--- config.mk ---
export PLATFORM = sky130hd
export DESIGN_NAME = data_move_instr_exec
export DESIGN_NICKNAME = d
export VERILOG_FILES = /design/src/data_move_pkg.sv /design/src/data_move_instr_exec.sv
export SDC_FILE = /design/constraint.sdc
export NUM_CORES = 1
export LEC_CHECK = 0
export ABC_AREA = 1
export BUFFER_PORTS_ARGS = -buffer_cell sky130_fd_sc_hd__buf_2
export CAP_MARGIN = 40
export CORE_ASPECT_RATIO = 1.5
export CORE_UTILIZATION = 41
export CTS_BUF_LIST = sky130_fd_sc_hd__clkbuf_8
export CTS_CLUSTER_SIZE = 25
export DETAILED_ROUTE_END_ITERATION = 7
export PLACE_DENSITY = 0.7
export RECOVER_POWER = 100
export SYNTH_ARGS = -nofsm -noshare
export SYNTH_HDL_FRONTEND = slang
export SYNTH_SLANG_ARGS = --single-unit
--- constraint.sdc ---
create_clock -name clock_i -period 3.6 [get_ports clock_i]
set_input_delay 0.72 -clock clock_i [delete_from_list [all_inputs] [get_ports clock_i]]
set_output_delay 0.72 -clock clock_i [all_outputs]
set_load 0.005 [all_outputs]
--- src/data_move_pkg.sv ---
// Operation
// RULE1 - File copy: d=0 to accumulator, d=1 back
// RULE2 - Access bit 0 access bank, 1 uses bank
// RULE3 - 8-bit operand reaches whole 256-byte bank
// RULE4 - Two-word copy: prefixes 1100 then 1111
// RULE5 - Copy addresses span 000h to FFFh
// RULE6 - Copy works with accumulator as either end
// RULE7 - Counter/stack-top destinations give undefined results
// RULE8 - Copy: two cycles, source read, late write
// RULE9 - Bank literal load decoded, one word, one cycle
// RULE10 - Bank load writes literal in Q4, no flags
// RULE11 - Accumulator literal load, one cycle, no flags
// RULE12 - Accumulator store writes register in Q4
// RULE13 - Only file copy touches negative and zero
// RULE14 - File copy sets negative and zero flags
// RULE15 - Single-word moves finish in one four-phase cycle
package data_move_pkg;

   localparam logic [3:0] FCOPY_PFX   = 4'h5;
   localparam logic [1:0] FCOPY_SUB   = 2'h0;
   localparam logic [3:0] FF1_PFX     = 4'hC;
   localparam logic [3:0] FF2_PFX     = 4'hF;
   localparam logic [7:0] BANK_PFX    = 8'h01;
   localparam logic [7:0] ACCLD_PFX   = 8'h0E;
   localparam logic [6:0] ASTORE_PFX  = 7'h37;
   localparam int         D_BIT       = 9;
   localparam int         A_BIT       = 8;
   localparam int         BANK_W      = 4;
   localparam logic [3:0] ACC_LO_BANK = 4'h0;
   localparam logic [3:0] ACC_HI_BANK = 4'hF;
   localparam logic [7:0] RST_BYTE    = 8'h00;

   localparam logic [1:0] REG_ACCUM   = 2'h0;
   localparam logic [1:0] REG_BANK    = 2'h1;
   localparam logic [1:0] REG_STATUS  = 2'h2;
   localparam int         ST_Z        = 0;
   localparam int         ST_N        = 1;

   typedef enum logic [3:0] {
      Q1 = 4'h1,
      Q2 = 4'h2,
      Q3 = 4'h4,
      Q4 = 4'h8
   } phase_t;

   typedef enum logic [6:0] {
      OP_NONE   = 7'h01,
      OP_FCOPY  = 7'h02,
      OP_FFSRC  = 7'h04,
      OP_FFDST  = 7'h08,
      OP_BANK   = 7'h10,
      OP_ACCLD  = 7'h20,
      OP_ASTORE = 7'h40
   } op_t;

   typedef struct packed {
      logic        rd;
      logic        wr;
      logic [11:0] addr;
      logic [7:0]  wdata;
   } mem_req_t;

endpackage

--- src/data_move_instr_exec.sv ---
`timescale 1ns/1ps
module data_move_instr_exec
   import data_move_pkg::*;
#(
   parameter logic [7:0]  ACCESS_SPLIT = 8'h80,
   parameter logic [11:0] ACCUM_ADDR   = 12'hFFF
)
(
   input  wire logic        clock_i,
   input  wire logic        arst_n_i,
   input  wire logic        en_i,
   input  wire logic        instr_valid_i,
   input  wire logic [15:0] instr_i,
   input  wire logic [7:0]  mem_rdata_i,
   input  wire logic [1:0]  reg_addr_i,
   input  wire logic [7:0]  reg_wdata_i,
   input  wire logic        reg_wr_i,
   input  wire logic        reg_rd_i,
   output mem_req_t         mem_req_o,
   output phase_t           phase_o,
   output logic [7:0]       accum_o,
   output logic [7:0]       bank_o,
   output logic             flag_neg_o,
   output logic             flag_zero_o,
   output logic [7:0]       reg_rdata_o,
   output logic             foreign_o,
   output logic             seq_err_o
);

   phase_t      phase_ff,  nxt_phase;
   op_t         op_ff,     nxt_op;
   logic        dest_ff,   nxt_dest;
   logic [11:0] addr_ff,   nxt_addr;
   logic [7:0]  lit_ff,    nxt_lit;
   logic [7:0]  data_ff,   nxt_data;
   logic [7:0]  accum_ff,  nxt_accum;
   logic [7:0]  bank_ff,   nxt_bank;
   logic        neg_ff,    nxt_neg;
   logic        zero_ff,   nxt_zero;
   mem_req_t    mem_ff,    nxt_mem;
   logic [7:0]  rdata_ff,  nxt_rdata;
   logic        foreign_ff, nxt_foreign;
   logic        seq_err_ff, nxt_seq_err;
   logic        addr_is_w;
   logic [7:0]  moved;

   // Bank forming from the access bit and bank select value
   function automatic logic [11:0] eff_addr(input logic use_bank, input logic [7:0] f,
                                             input logic [7:0] bank_sel);
      if (use_bank)
         eff_addr = {bank_sel[BANK_W-1:0], f}; // RULE2 RULE3
      else if (f < ACCESS_SPLIT)
         eff_addr = {ACC_LO_BANK, f}; // RULE2
      else
         eff_addr = {ACC_HI_BANK, f}; // RULE2
   endfunction

   // The accumulator lives in data space; it is served here, not by memory
   function automatic logic is_accum(input logic [11:0] a);
      is_accum = (a == ACCUM_ADDR);
   endfunction

   assign addr_is_w = is_accum(addr_ff);
   assign moved     = addr_is_w ? accum_ff : mem_rdata_i; // RULE6

   always_comb
   begin
      nxt_phase   = phase_ff;
      nxt_op      = op_ff;
      nxt_dest    = dest_ff;
      nxt_addr    = addr_ff;
      nxt_lit     = lit_ff;
      nxt_data    = data_ff;
      nxt_accum   = accum_ff;
      nxt_bank    = bank_ff;
      nxt_neg     = neg_ff;
      nxt_zero    = zero_ff;
      nxt_mem     = mem_ff;
      nxt_mem.rd  = 1'b0;
      nxt_mem.wr  = 1'b0;
      nxt_rdata   = RST_BYTE;
      nxt_foreign = 1'b0;
      nxt_seq_err = 1'b0;
      if (en_i)
      begin
         // Software port first so a core update in the same cycle wins
         if (reg_wr_i)
         begin
            unique case (reg_addr_i)
               REG_ACCUM:  nxt_accum = reg_wdata_i;
               REG_BANK:   nxt_bank  = reg_wdata_i;
               REG_STATUS:
               begin
                  nxt_neg  = reg_wdata_i[ST_N];
                  nxt_zero = reg_wdata_i[ST_Z];
               end
               default:    nxt_accum = accum_ff;
            endcase
         end
         if (reg_rd_i)
         begin
            unique case (reg_addr_i)
               REG_ACCUM:  nxt_rdata = accum_ff;
               REG_BANK:   nxt_rdata = bank_ff;
               REG_STATUS:
               begin
                  nxt_rdata       = RST_BYTE;
                  nxt_rdata[ST_N] = neg_ff;
                  nxt_rdata[ST_Z] = zero_ff;
               end
               default:    nxt_rdata = RST_BYTE;
            endcase
         end
         unique case (phase_ff)
            Q1:
            begin
               nxt_phase = Q2;
               if (!instr_valid_i)
               begin
                  // A bubble keeps a pending second word waiting; its Q3 must not recapture the source
                  nxt_dest = 1'b0;
                  if (op_ff != OP_FFSRC)
                     nxt_op = OP_NONE;
               end
               else if (op_ff == OP_FFSRC)
               begin
                  if (instr_i[15:12] == FF2_PFX) // RULE4
                  begin
                     nxt_op   = OP_FFDST;
                     nxt_addr = instr_i[11:0]; // RULE5
                  end
                  else
                  begin
                     nxt_op      = OP_NONE;
                     nxt_seq_err = 1'b1;
                  end
               end
               else if (instr_i[15:10] == {FCOPY_PFX, FCOPY_SUB}) // RULE1
               begin
                  nxt_op   = OP_FCOPY;
                  nxt_dest = instr_i[D_BIT];
                  nxt_addr = eff_addr(instr_i[A_BIT], instr_i[7:0], bank_ff); // RULE2
               end
               else if (instr_i[15:12] == FF1_PFX) // RULE4
               begin
                  nxt_op   = OP_FFSRC;
                  nxt_dest = 1'b1; // Source read is live in this cycle
                  nxt_addr = instr_i[11:0]; // RULE5
               end
               else if (instr_i[15:8] == BANK_PFX) // RULE9
               begin
                  nxt_op  = OP_BANK;
                  nxt_lit = instr_i[7:0];
               end
               else if (instr_i[15:8] == ACCLD_PFX) // RULE11
               begin
                  nxt_op  = OP_ACCLD;
                  nxt_lit = instr_i[7:0];
               end
               else if (instr_i[15:9] == ASTORE_PFX) // RULE12
               begin
                  nxt_op   = OP_ASTORE;
                  nxt_addr = eff_addr(instr_i[A_BIT], instr_i[7:0], bank_ff); // RULE2
               end
               else
               begin
                  nxt_op      = OP_NONE;
                  nxt_foreign = 1'b1;
               end
               nxt_mem.addr = nxt_addr;
               // Source read in Q2; data comes back during Q3
               nxt_mem.rd   = instr_valid_i && (nxt_op == OP_FCOPY || nxt_op == OP_FFSRC)
                              && !is_accum(nxt_addr); // RULE8 RULE15
            end
            Q2:
               nxt_phase = Q3;
            Q3:
            begin
               nxt_phase = Q4;
               unique case (op_ff)
                  OP_FCOPY:
                  begin
                     nxt_data = moved;
                     nxt_neg  = moved[7]; // RULE14
                     nxt_zero = (moved == RST_BYTE); // RULE14
                     if (!dest_ff || addr_is_w)
                        nxt_accum = moved; // RULE1
                     else
                     begin
                        nxt_mem.wr    = 1'b1; // RULE1
                        nxt_mem.wdata = moved;
                     end
                  end
                  OP_FFSRC:
                     if (dest_ff)
                        nxt_data = moved; // RULE8
                  OP_FFDST:
                  begin
                     // Counter and stack-top targets are written like any other
                     if (addr_is_w)
                        nxt_accum = data_ff; // RULE6 RULE7
                     else
                     begin
                        nxt_mem.wr    = 1'b1; // RULE8
                        nxt_mem.wdata = data_ff;
                     end
                  end
                  OP_BANK:
                     nxt_bank = lit_ff; // RULE10
                  OP_ACCLD:
                     nxt_accum = lit_ff; // RULE11
                  OP_ASTORE:
                  begin
                     nxt_data = accum_ff;
                     if (!addr_is_w)
                     begin
                        nxt_mem.wr    = 1'b1; // RULE12 RULE13
                        nxt_mem.wdata = accum_ff;
                     end
                  end
                  OP_NONE:
                     nxt_data = data_ff;
               endcase
            end
            Q4:
               nxt_phase = Q1; // RULE15
         endcase
      end
      else
      begin
         nxt_mem     = mem_ff;
         nxt_rdata   = rdata_ff;
         nxt_foreign = foreign_ff;
         nxt_seq_err = seq_err_ff;
      end
   end

   always_ff @(posedge clock_i or negedge arst_n_i)
   begin
      if (!arst_n_i)
      begin
         phase_ff   <= Q1;
         op_ff      <= OP_NONE;
         dest_ff    <= 1'b0;
         addr_ff    <= '0;
         lit_ff     <= RST_BYTE;
         data_ff    <= RST_BYTE;
         accum_ff   <= RST_BYTE;
         bank_ff    <= RST_BYTE;
         neg_ff     <= 1'b0;
         zero_ff    <= 1'b0;
         mem_ff     <= '0;
         rdata_ff   <= RST_BYTE;
         foreign_ff <= 1'b0;
         seq_err_ff <= 1'b0;
      end
      else
      begin
         phase_ff   <= nxt_phase;
         op_ff      <= nxt_op;
         dest_ff    <= nxt_dest;
         addr_ff    <= nxt_addr;
         lit_ff     <= nxt_lit;
         data_ff    <= nxt_data;
         accum_ff   <= nxt_accum;
         bank_ff    <= nxt_bank;
         neg_ff     <= nxt_neg;
         zero_ff    <= nxt_zero;
         mem_ff     <= nxt_mem;
         rdata_ff   <= nxt_rdata;
         foreign_ff <= nxt_foreign;
         seq_err_ff <= nxt_seq_err;
      end
   end

   assign mem_req_o   = mem_ff;
   assign phase_o     = phase_ff;
   assign accum_o     = accum_ff;
   assign bank_o      = bank_ff;
   assign flag_neg_o  = neg_ff;
   assign flag_zero_o = zero_ff;
   assign reg_rdata_o = rdata_ff;
   assign foreign_o   = foreign_ff;
   assign seq_err_o   = seq_err_ff;
endmodule

==> results of run 1 <==
## cell usage after synthesis, types with 3 or more instances
library cell | number | area, um2
buf_6 | 3 | 33.8
nor3_2 | 3 | 30.0
nand4_1 | 11 | 68.8
nor3_1 | 6 | 30.0
o211ai_1 | 12 | 90.1
o21ai_1 | 7 | 35.0
nand2_1 | 212 | 796
buf_2 | 6 | 30.0
nor2_2 | 4 | 25.0
inv_2 | 7 | 26.3
clkbuf_1 | 20 | 75.1
a31oi_1 | 7 | 43.8
inv_1 | 85 | 319
o21ai_0 | 98 | 490
nand3_1 | 51 | 255
a21oi_1 | 52 | 260
o22ai_1 | 18 | 113
nor4_1 | 3 | 18.8
nor2_1 | 70 | 263
dfrtp_1 | 76 | 1900
## through the flow
stage / cell area (um2) / total power [uW] / worst slack [ns] / hold slack (ns)
global placement: 5750 / 2350 / 0.995 / 0.460
detailed placement: 5770 / 2360 / 0.959 / 0.461
finish: 5890 / 2990 / 0.909 / 0.475
CTS: 5960 / 3030 / 1.16 / 0.253
global route: 5890 / 3200 / 0.479 / 0.504
floorplan: 5180 / 1930 / 1.60 / 0.424
## final cells by class
class,instances,area (um2),share of cell area (%)
tap,153,191,3.25
sequential,78,1950,33.2
multi-input combinational,573,2720,46.2
clock buffer,9,124,2.10
inverter,93,349,5.93
clock inverter,7,66.3,1.13
timing repair buffer,100,484,8.22
## registers in the layout, indices dropped and copies added, names as in the netlist, 4 cells and up
register and flops:
accum_o 8, phase_o 4, data_ff 8, reg_rdata_o 8, lit_ff 8, op_ff 7
mem_req_o 22, bank_o 8
## layer usage
metal	vias to the layer above	global-route usage, %	wire [um]
li1	2728	-	-
met1	2530	31.1	6630
met2	241	46.6	8570
met3	53	4.37	924
met4	0	13.6	805
met5	-	0	0
## worst register-to-register path, delay by kind of cell, from the launching register on
kind | cells | cell delay, ns
flip-flops | 1 | 0.40
AND/OR/NAND/NOR | 4 | 1.10
AO/OA/AOI/OAI | 2 | 1.02
## worst min path at each step
stage	start	end	slack (ns)
after detailed placement	reg_rdata_o[1]	reg_rdata_o[1]	0.46
after floorplan	arst_n_i	accum_o[0]	0.42
after global routing	reg_rdata_o[7]	reg_rdata_o[7]	0.50
after global placement	mem_req_o[5]	mem_req_o[5]	0.46
after CTS	arst_n_i	mem_req_o[4]	0.25
final	reg_rdata_o[1]	reg_rdata_o[1]	0.48
## power by group through the flow
| stage | Clock, uW | Sequential [uW] | Combinational (uW) |
|---|---|---|---|
| after detailed placement | 0 | 1280 | 1080 |
| final | 663 | 1260 | 1060 |
| after CTS | 681 | 1260 | 1090 |
| after global routing | 719 | 1290 | 1190 |
| after floorplan | 0 | 1250 | 675 |
| after global placement | 0 | 1280 | 1070 |
## kinds of logic after synthesis
| kind of cell | synth area share (%) |
|---|---|
| buf+inv | 9.42 |
| flops | 37.7 |
| compound gates | 21.6 |
| simple gates | 31.3 |
==> impl_metrics.yaml, run 1 <==
run_status:
  status: "complete, no violations"
critical_path:
  crit_start: "op_ff[1]"
  worst-endpoint-arrival_ns: 2.89
  reg2reg_slack_ns: 0.91
  startpoint_type: "flop"
  critPathBufInv: 0
  critPathMaxStageDelay_ns: 0.85
  r2r_end: "data_ff[7]"
  critical_path_cell_count: 6
  path_delay_family: "simple AND/OR/NAND/NOR gates"
  r2r_start: "op_ff[1]"
  endpoint: "data_ff[7]"
  critPathRequiredTime_ns: 3.80
  crit_slowest_cell: "a211oi_2"
  worstSetupPathType: "flop to flop"
  ff2ff_path_depth: 6
  crit_path_cell_trace: "nor2_1 > nand3_1 > nor2_4 > nor3_1 > a211oi_2 > a31oi_1"
  critPathMaxFanout: 17
  endpoint_kind: "flop"
min_path:
  holdPathStages: 2
  holdCritPathClass: "flop to flop"
clock_network:
  cts_max_path_buffers: 2
  numCtsBuffers: 9
  cts_root_buf: "clkbuf_8"
  clk_latency_ns: 0.38
  cts.clk_slew.worst_paths_ns: 0.09
  htreeDepth: 3
  numClockSinks: 78
  cts_tree: "yes"
  cts_hold_buffers: 0
  postCtsSetupRepairBufs: 0
  post_cts_resized: 0
placement:
  portBuffers: 93
  place_congestion: 0.906
  hpwl_um: 12800
  dpl.cell_count: 997
yosys:
  yosys_warnings: 0
  ys_seq_elements: 78
  ys_seq_area_share_pct: 37.7
  postSynthAreaPerCell_um2: 6.70
  synth_nets: 813
  synth.distinct_cells: 37
  postSynth.asyncResetShare_pct: 100
  syn_inst: 773
  syn-cell-area_um2: 5180
  ys.flop_type: "dfrtp_1"
  synth_edf_count: 0
cells_and_area:
  diodes: 0
  drive_gt1_share_pct: 13.7
  area_growth_pct: 13.7
  layoutNonFillerInstCount: 1013
  num-fill-cells: 1292
  postLayoutCoreUtil_pct: 48.5
  mostFrequentLayoutCells: "nand2_1 (213), o21ai_0 (102), inv_1 (87), dfrtp_1 (76), buf_2 (74)"
  fin_nets: 895
  mostFrequentLayoutCell: "nand2_1"
detailed_routing:
  viasPerCell: 5.48
  drt-wirelength-per-cell_um: 16.7
  drc: 0
  postRouteWirelength_um: 16900
  dr.first_iter.drc_count: 331
  vias: 5552
  drt-pass1-iter-count: 5
  ant_nets: 0
die:
  die_h_um: 140
  die-width_um: 93.8
  rows: 49
  fp.dieArea_um2: 13100
  coreArea_um2: 12100
  initial_core_util_pct: 42.7
  io_pins: 94
global_route:
  grtUsageTotal_pct: 26.8
  grt_pass1_wl_um: 26600
  grt_remaining_overflow: 0
  grt_pass1_vias: 5204
  antenna_found_initial: 0
  grt_max_degree: 54
timing:
  skew_ns: 0.0165
  layout_min_cycle_time_ns: 2.69
  slew_headroom_pct: 9.17
  max_freq_mhz: 372
  drv_slew: 0
  worstMarginPinSlew_ns: 1.36
  hold_violations: 0
  fin_tns_setup_ns: 0
  rsz0062_at_grt: "false"
  finalCritPeriodShare_pct: 74.7
  report.final.setup_viol: 0
pwr:
  cellInternalPower_uw: 1770
  switchingPower_uw: 1220
  power_density_nw_per_um2: 508
  switching_share_pct: 40.8
  peakVddDrop_mv: 0.260
  seqPwrFrac_pct: 42.2
  p_clk_share_pct: 22.2
  pwr-share-comb_pct: 35.6
  p_leak_uw: 0.00293
flow_run:
  drv_cap: 0
(Power assumes the default switching activity.)
==> run 2, diff against run 1 <==
==> constraint.sdc (replaced) <==
create_clock -name clock_i -period 2.7 [get_ports clock_i]
set_input_delay 0.54 -clock clock_i [delete_from_list [all_inputs] [get_ports clock_i]]
set_output_delay 0.54 -clock clock_i [all_outputs]
set_load 0.005 [all_outputs]
==> run 2 against run 1 <==
The run now ends with max-capacitance violations, max-slew violations left. Fmax up 14%. Die area unchanged. Worst setup slack worse by 0.56 ns. Non-clock buffer count is 9 higher. Sequential share of layout area is 0.43 points lower. Register-to-register slack worse by 0.56 ns. Sequential power grew 33%. Critical endpoint unchanged. Largest cell class unchanged. Largest power group unchanged.
==> impl_metrics.yaml, run 2 (same netlist as run 1, synthesis figures left out) <==
critical_path:
  path_delay_family: "buffers and inverters"
  crit_path_cell_trace: "nor2_1 > clkinv_1 > nor3_4 > inv_1 > nor2_1 > inv_1 > a211oi_4 > clkbuf_2 > nor2_1 > a31oi_1"
  worst-endpoint-arrival_ns: 2.66
  worstSetupPathType: "flop to flop"
  endpoint_kind: "flop"
  critPathMaxStageDelay_ns: 0.43
  critPathBufInv: 4
  crit_slowest_cell: "dfrtp_1"
  critPathRequiredTime_ns: 3.00
  critPathMostFrequentCell: "nor2_1"
  startpoint_type: "flop"
  critPathMaxFanout: 16
timing:
  hold_violations: 0
  drv_slew: 31
  finalWorstSetupSlack_ns: 0.345
  max_freq_mhz: 425
  slew_headroom_pct: -16.3
  worstMarginPinSlew_ns: 1.74
  report.final.setup_viol: 0
  finalCritPeriodShare_pct: 87.2
  rsz0062_at_grt: "false"
  layout_min_cycle_time_ns: 2.35
  skew_ns: 0.00911
  fin_tns_setup_ns: 0
placement:
  dpl.cell_count: 1006
  portBuffers: 93
  hpwl_um: 12900
  dpl_worst_slack_ns: 0.377
  place_congestion: 0.943
global_route:
  antenna_found_initial: 0
  grt_remaining_overflow: 0
  grt_max_degree: 50
  grt_pass1_vias: 5207
  grt_pass1_wl_um: 27200
  grtUsageTotal_pct: 27.1
die:
  coreArea_um2: 12100
  die-width_um: 93.8
  fp.dieArea_um2: 13100
  die_h_um: 140
  initial_core_util_pct: 42.7
  rows: 49
  io_pins: 94
pwr:
  peakVddDrop_mv: 0.359
  power_density_nw_per_um2: 676
  power_uw: 4030
  p_leak_uw: 0.00295
clock_network:
  cts.clk_slew.worst_paths_ns: 0.09
  postCtsSetupRepairBufs: 0
  cts_root_buf: "clkbuf_8"
  cts_max_path_buffers: 2
  numClockSinks: 78
  numCtsBuffers: 9
  cts_tree: "yes"
  clk_latency_ns: 0.38
  cts_hold_buffers: 0
  htreeDepth: 3
  post_cts_resized: 0
detailed_routing:
  ant_nets: 0
  drt-wirelength-per-cell_um: 16.6
  vias: 5527
  drt-pass1-iter-count: 5
  drc: 0
  postRouteWirelength_um: 16900
  dr.first_iter.drc_count: 376
  viasPerCell: 5.41
cells_and_area:
  mostFrequentLayoutCells: "nand2_1 (212), o21ai_0 (100), inv_1 (86), dfrtp_1 (76)"
  diodes: 0
  drive_gt1_share_pct: 14.0
  num-fill-cells: 1299
  fin_nets: 904
  mostFrequentLayoutCell: "nand2_1"
  largest_reg_flops: 22
  postLayoutCoreUtil_pct: 49.2
  layoutNonFillerInstCount: 1022
  area_growth_pct: 15.2
flow_run:
  drv_cap: 1
run_status:
  violations: "max-capacitance violations, max-slew violations"
  status: "finished with violations"
min_path:
  holdCritPathClass: "primary input to flop"
-- run 2: cell count changes in the layout (fill, tap and decap cells not counted), moves of 2 or more --
cell | before | now
nor2_2 | 4 | 2
o21ai_0 | 102 | 100
buf_1 | 0 | 2
buf_2 | 74 | 72
buf_4 | 4 | 10
o21ai_1 | 3 | 5
clkbuf_1 | 21 | 23
-- run 2: worst reg2reg max path, delay by kind of cell (launching register included) --
family	cells	cell delay (ns)
AO/OA/AOI/OAI	2	0.37
buffers and inverters	4	0.74
flip-flops	1	0.43
AND/OR/NAND/NOR	4	0.74
-- run 2: per-stage QoR --
| stage | hold slack, ns | area, um2 |
|---|---|---|
| final | 0.452 | 5970 |
| after global routing | 0.454 | 5970 |
| after CTS | 0.109 | 6030 |
| after detailed placement | 0.463 | 5830 |
| after global placement | 0.460 | 5830 |
| after floorplan | 0.244 | 5180 |
-- run 2: path summary, 6_finish.rpt --
| kind | start | end | slack [ns] | cells past startpoint |
|---|---|---|---|---|
| min in group asynchronous | arst_n_i | accum_o[2] | 0.61 | 1 |
| worst min register to register | reg_rdata_o[1] | reg_rdata_o[1] | 0.48 | 2 |
| worst min-delay path | instr_i[2] | lit_ff[2] | 0.45 | 3 |
| worst max-delay path | phase_o[1] | data_ff[7] | 0.35 | 10 |
| max in group asynchronous | arst_n_i | lit_ff[6] | 0.48 | 2 |
| worst max register to register | phase_o[1] | data_ff[7] | 0.35 | 10 |
-- run 2: power by group --
group	switching (uW)	internal, uW
Sequential	240	1430
Clock	482	428
Combinational	928	521
-- run 2: routing by layer --
| metal | wire, um | part of all wire, % | global-route usage [%] | vias to the layer above |
|---|---|---|---|---|
| li1 | - | - | - | 2747 |
| met1 | 6640 | 39 | 32.0 | 2492 |
| met2 | 8630 | 51 | 47.0 | 243 |
| met3 | 1040 | 6.1 | 4.37 | 45 |
| met4 | 615 | 3.6 | 13.0 | 0 |
| met5 | 0 | 0 | 0 | - |
-- run 2: cell type report --
class,count,area [um2],area share (%)
Multi-Input combinational cell,573,2730,45.8
Tap cell,153,191,3.21
Clock buffer,9,124,2.08
Sequential cell,78,1950,32.7
Timing Repair Buffer,109,542,9.08
Inverter,93,349,5.85
Clock inverter,7,73.8,1.24
==> run 3, diff against run 2 <==
--- a/config.mk
+++ b/config.mk
@@ -8,7 +8,7 @@
 export ABC_AREA = 1
 export BUFFER_PORTS_ARGS = -buffer_cell sky130_fd_sc_hd__buf_2
 export CAP_MARGIN = 40
-export CORE_ASPECT_RATIO = 1.5
+export CORE_ASPECT_RATIO = 0.9
 export CORE_UTILIZATION = 41
 export CTS_BUF_LIST = sky130_fd_sc_hd__clkbuf_8
 export CTS_CLUSTER_SIZE = 25
==> run 3 against run 2 <==
The flow still finishes with violations (max-capacitance violations, max-slew violations). Via count is 0.58% higher. Clock power fell by 5.8%. Critical path depth is 2 lower. Largest power group unchanged. Clock skew rose by 0.0076 ns. Critical path type unchanged. Largest cell class unchanged. Hold slack improved by 0.015 ns. Worst setup slack lost 0.015 ns.
==> impl_metrics.yaml, run 3 (same netlist as run 1, synthesis figures left out) <==
timing:
  slew_headroom_pct: -49.2
  worstMarginPinSlew_ns: 2.24
  report.final.setup_viol: 0
  layout_min_cycle_time_ns: 2.37
  max_freq_mhz: 422
  finalWorstSetupSlack_ns: 0.330
  fin_tns_setup_ns: 0
  drv_slew: 38
  fin_hold_ws_ns: 0.467
  rsz0062_at_grt: "false"
  finalCritPeriodShare_pct: 87.8
  skew_ns: 0.0167
  hold_violations: 0
cells_and_area:
  layoutNonFillerInstCount: 1025
  drive_gt1_share_pct: 12.9
  fin_nets: 900
  final_area_um2: 5940
  diodes: 0
  mostFrequentLayoutCells: "nand2_1 (212), o21ai_0 (101), inv_1 (87), dfrtp_1 (76), nor2_1 (71)"
  mostFrequentLayoutCell: "nand2_1"
  largest_reg_flops: 22
  area_growth_pct: 14.6
critical_path:
  critPathMostFrequentCell: "nand2_1"
  critPathMaxFanout: 25
  endpoint_kind: "flop"
  reg2reg_slack_ns: 0.33
  critPathMaxStageDelay_ns: 0.50
  ff2ff_path_depth: 8
  endpoint: "mem_req_o[6]"
  r2r_end: "mem_req_o[6]"
  worst-endpoint-arrival_ns: 2.65
  startpoint_type: "flop"
  worstSetupPathType: "flop to flop"
  crit_start: "mem_req_o[10]"
  crit_path_cell_trace: "inv_1 > nor4_4 > nand3_4 > nand2_1 > nor2_1 > o21ai_4 > nand2_1 > o21ai_0"
  r2r_start: "mem_req_o[10]"
  critPathRequiredTime_ns: 2.98
  crit_slowest_cell: "nor4_4"
detailed_routing:
  dr.first_iter.drc_count: 574
  vias: 5559
  drt-pass1-iter-count: 5
  viasPerCell: 5.42
  ant_nets: 0
  postRouteWirelength_um: 16100
  drt-wirelength-per-cell_um: 15.7
  drc: 0
die:
  initial_core_util_pct: 42.6
  die-width_um: 120
  rows: 38
  fp.dieArea_um2: 13100
  io_pins: 94
  coreArea_um2: 12200
  die_h_um: 109
global_route:
  grt_max_degree: 42
  grtUsageTotal_pct: 25.3
  grt_pass1_wl_um: 25800
  antenna_found_initial: 0
  grt_pass1_vias: 4816
  grt_remaining_overflow: 0
placement:
  place_area_um2: 5810
  dpl_worst_slack_ns: 0.341
  portBuffers: 93
  dpl.cell_count: 1009
  place_congestion: 0.900
  hpwl_um: 11900
pwr:
  pwr-share-comb_pct: 35.4
  switching_share_pct: 40.0
  peakVddDrop_mv: 0.264
  switchingPower_uw: 1570
  cellInternalPower_uw: 2360
  p_leak_uw: 0.00293
  power_density_nw_per_um2: 662
  p_clk_share_pct: 21.8
  seqPwrFrac_pct: 42.8
clock_network:
  cts_hold_buffers: 0
  cts_max_path_buffers: 2
  cts_tree: "yes"
  htreeDepth: 3
  post_cts_resized: 0
  cts.clk_slew.worst_paths_ns: 0.09
  numCtsBuffers: 9
  postCtsSetupRepairBufs: 0
  numClockSinks: 78
  cts_root_buf: "clkbuf_8"
  clk_latency_ns: 0.37
min_path:
  holdCritPathClass: "primary input to flop"
  min_from: "instr_i[5]"
run_status:
  violations: "max-capacitance violations, max-slew violations"
  status: "finished with violations"
flow_run:
  drv_cap: 1
-- run 3: cell count changes in the layout (fill, tap and decap cells not counted), moves of 2 or more --
cell,delta
clkbuf_1,+8
nor2_2,+2
clkinvlp_4,-4
buf_2,-10
clkinv_2,+3
inv_2,+2
-- run 3: metal layers --
layer	part of all wire (%)	up-vias	global-route usage, %
met5	0	-	0
met4	1.5	0	7.14
met3	7.8	20	4.13
met2	43	241	37.3
met1	48	2552	38.0
li1	-	2746	-
-- run 3: cell type report --
type                            count  area, um2
Fill cell                        1316       6230
Tap cell                          160        200
Clock inverter                      7       57.6
Inverter                           93        349
Multi-Input combinational cell    573       2730
Timing Repair Buffer              105        523
Clock buffer                        9        124
Sequential cell                    78       1950
-- run 3: through the flow --
stage,total power [uW],utilization (%)
after floorplan,2570,-
after global placement,3100,47.8
after detailed placement,3110,47.8
after CTS,3970,49.2
after global routing,4210,48.8
final,3930,48.8
-- run 3: power by group through the flow --
stage	logic, uW	clock network [uW]	registers (uW)
CTS	1410	877	1680
floorplan	900	0	1670
global route	1570	921	1720
finish	1390	857	1680
global placement	1390	0	1700
detailed placement	1400	0	1700
-- run 3: worst min-delay path by stage --
| stage | end | slack [ns] | depth (start not counted) |
|---|---|---|---|
| detailed placement | reg_rdata_o[0] | 0.46 | 2 |
| finish | lit_ff[5] | 0.47 | 3 |
| global placement | mem_req_o[1] | 0.46 | 2 |
| CTS | mem_req_o[18] | 0.16 | 1 |
| floorplan | accum_o[0] | 0.24 | 0 |
| global route | lit_ff[7] | 0.49 | 3 |
-- run 3: worst max-delay path, delay by kind of cell (launching register included) --
kind | cells | cell delay [ns]
buffers and inverters | 1 | 0.13
flip-flops | 1 | 0.44
AND/OR/NAND/NOR | 5 | 1.25
AO/OA/AOI/OAI | 2 | 0.46
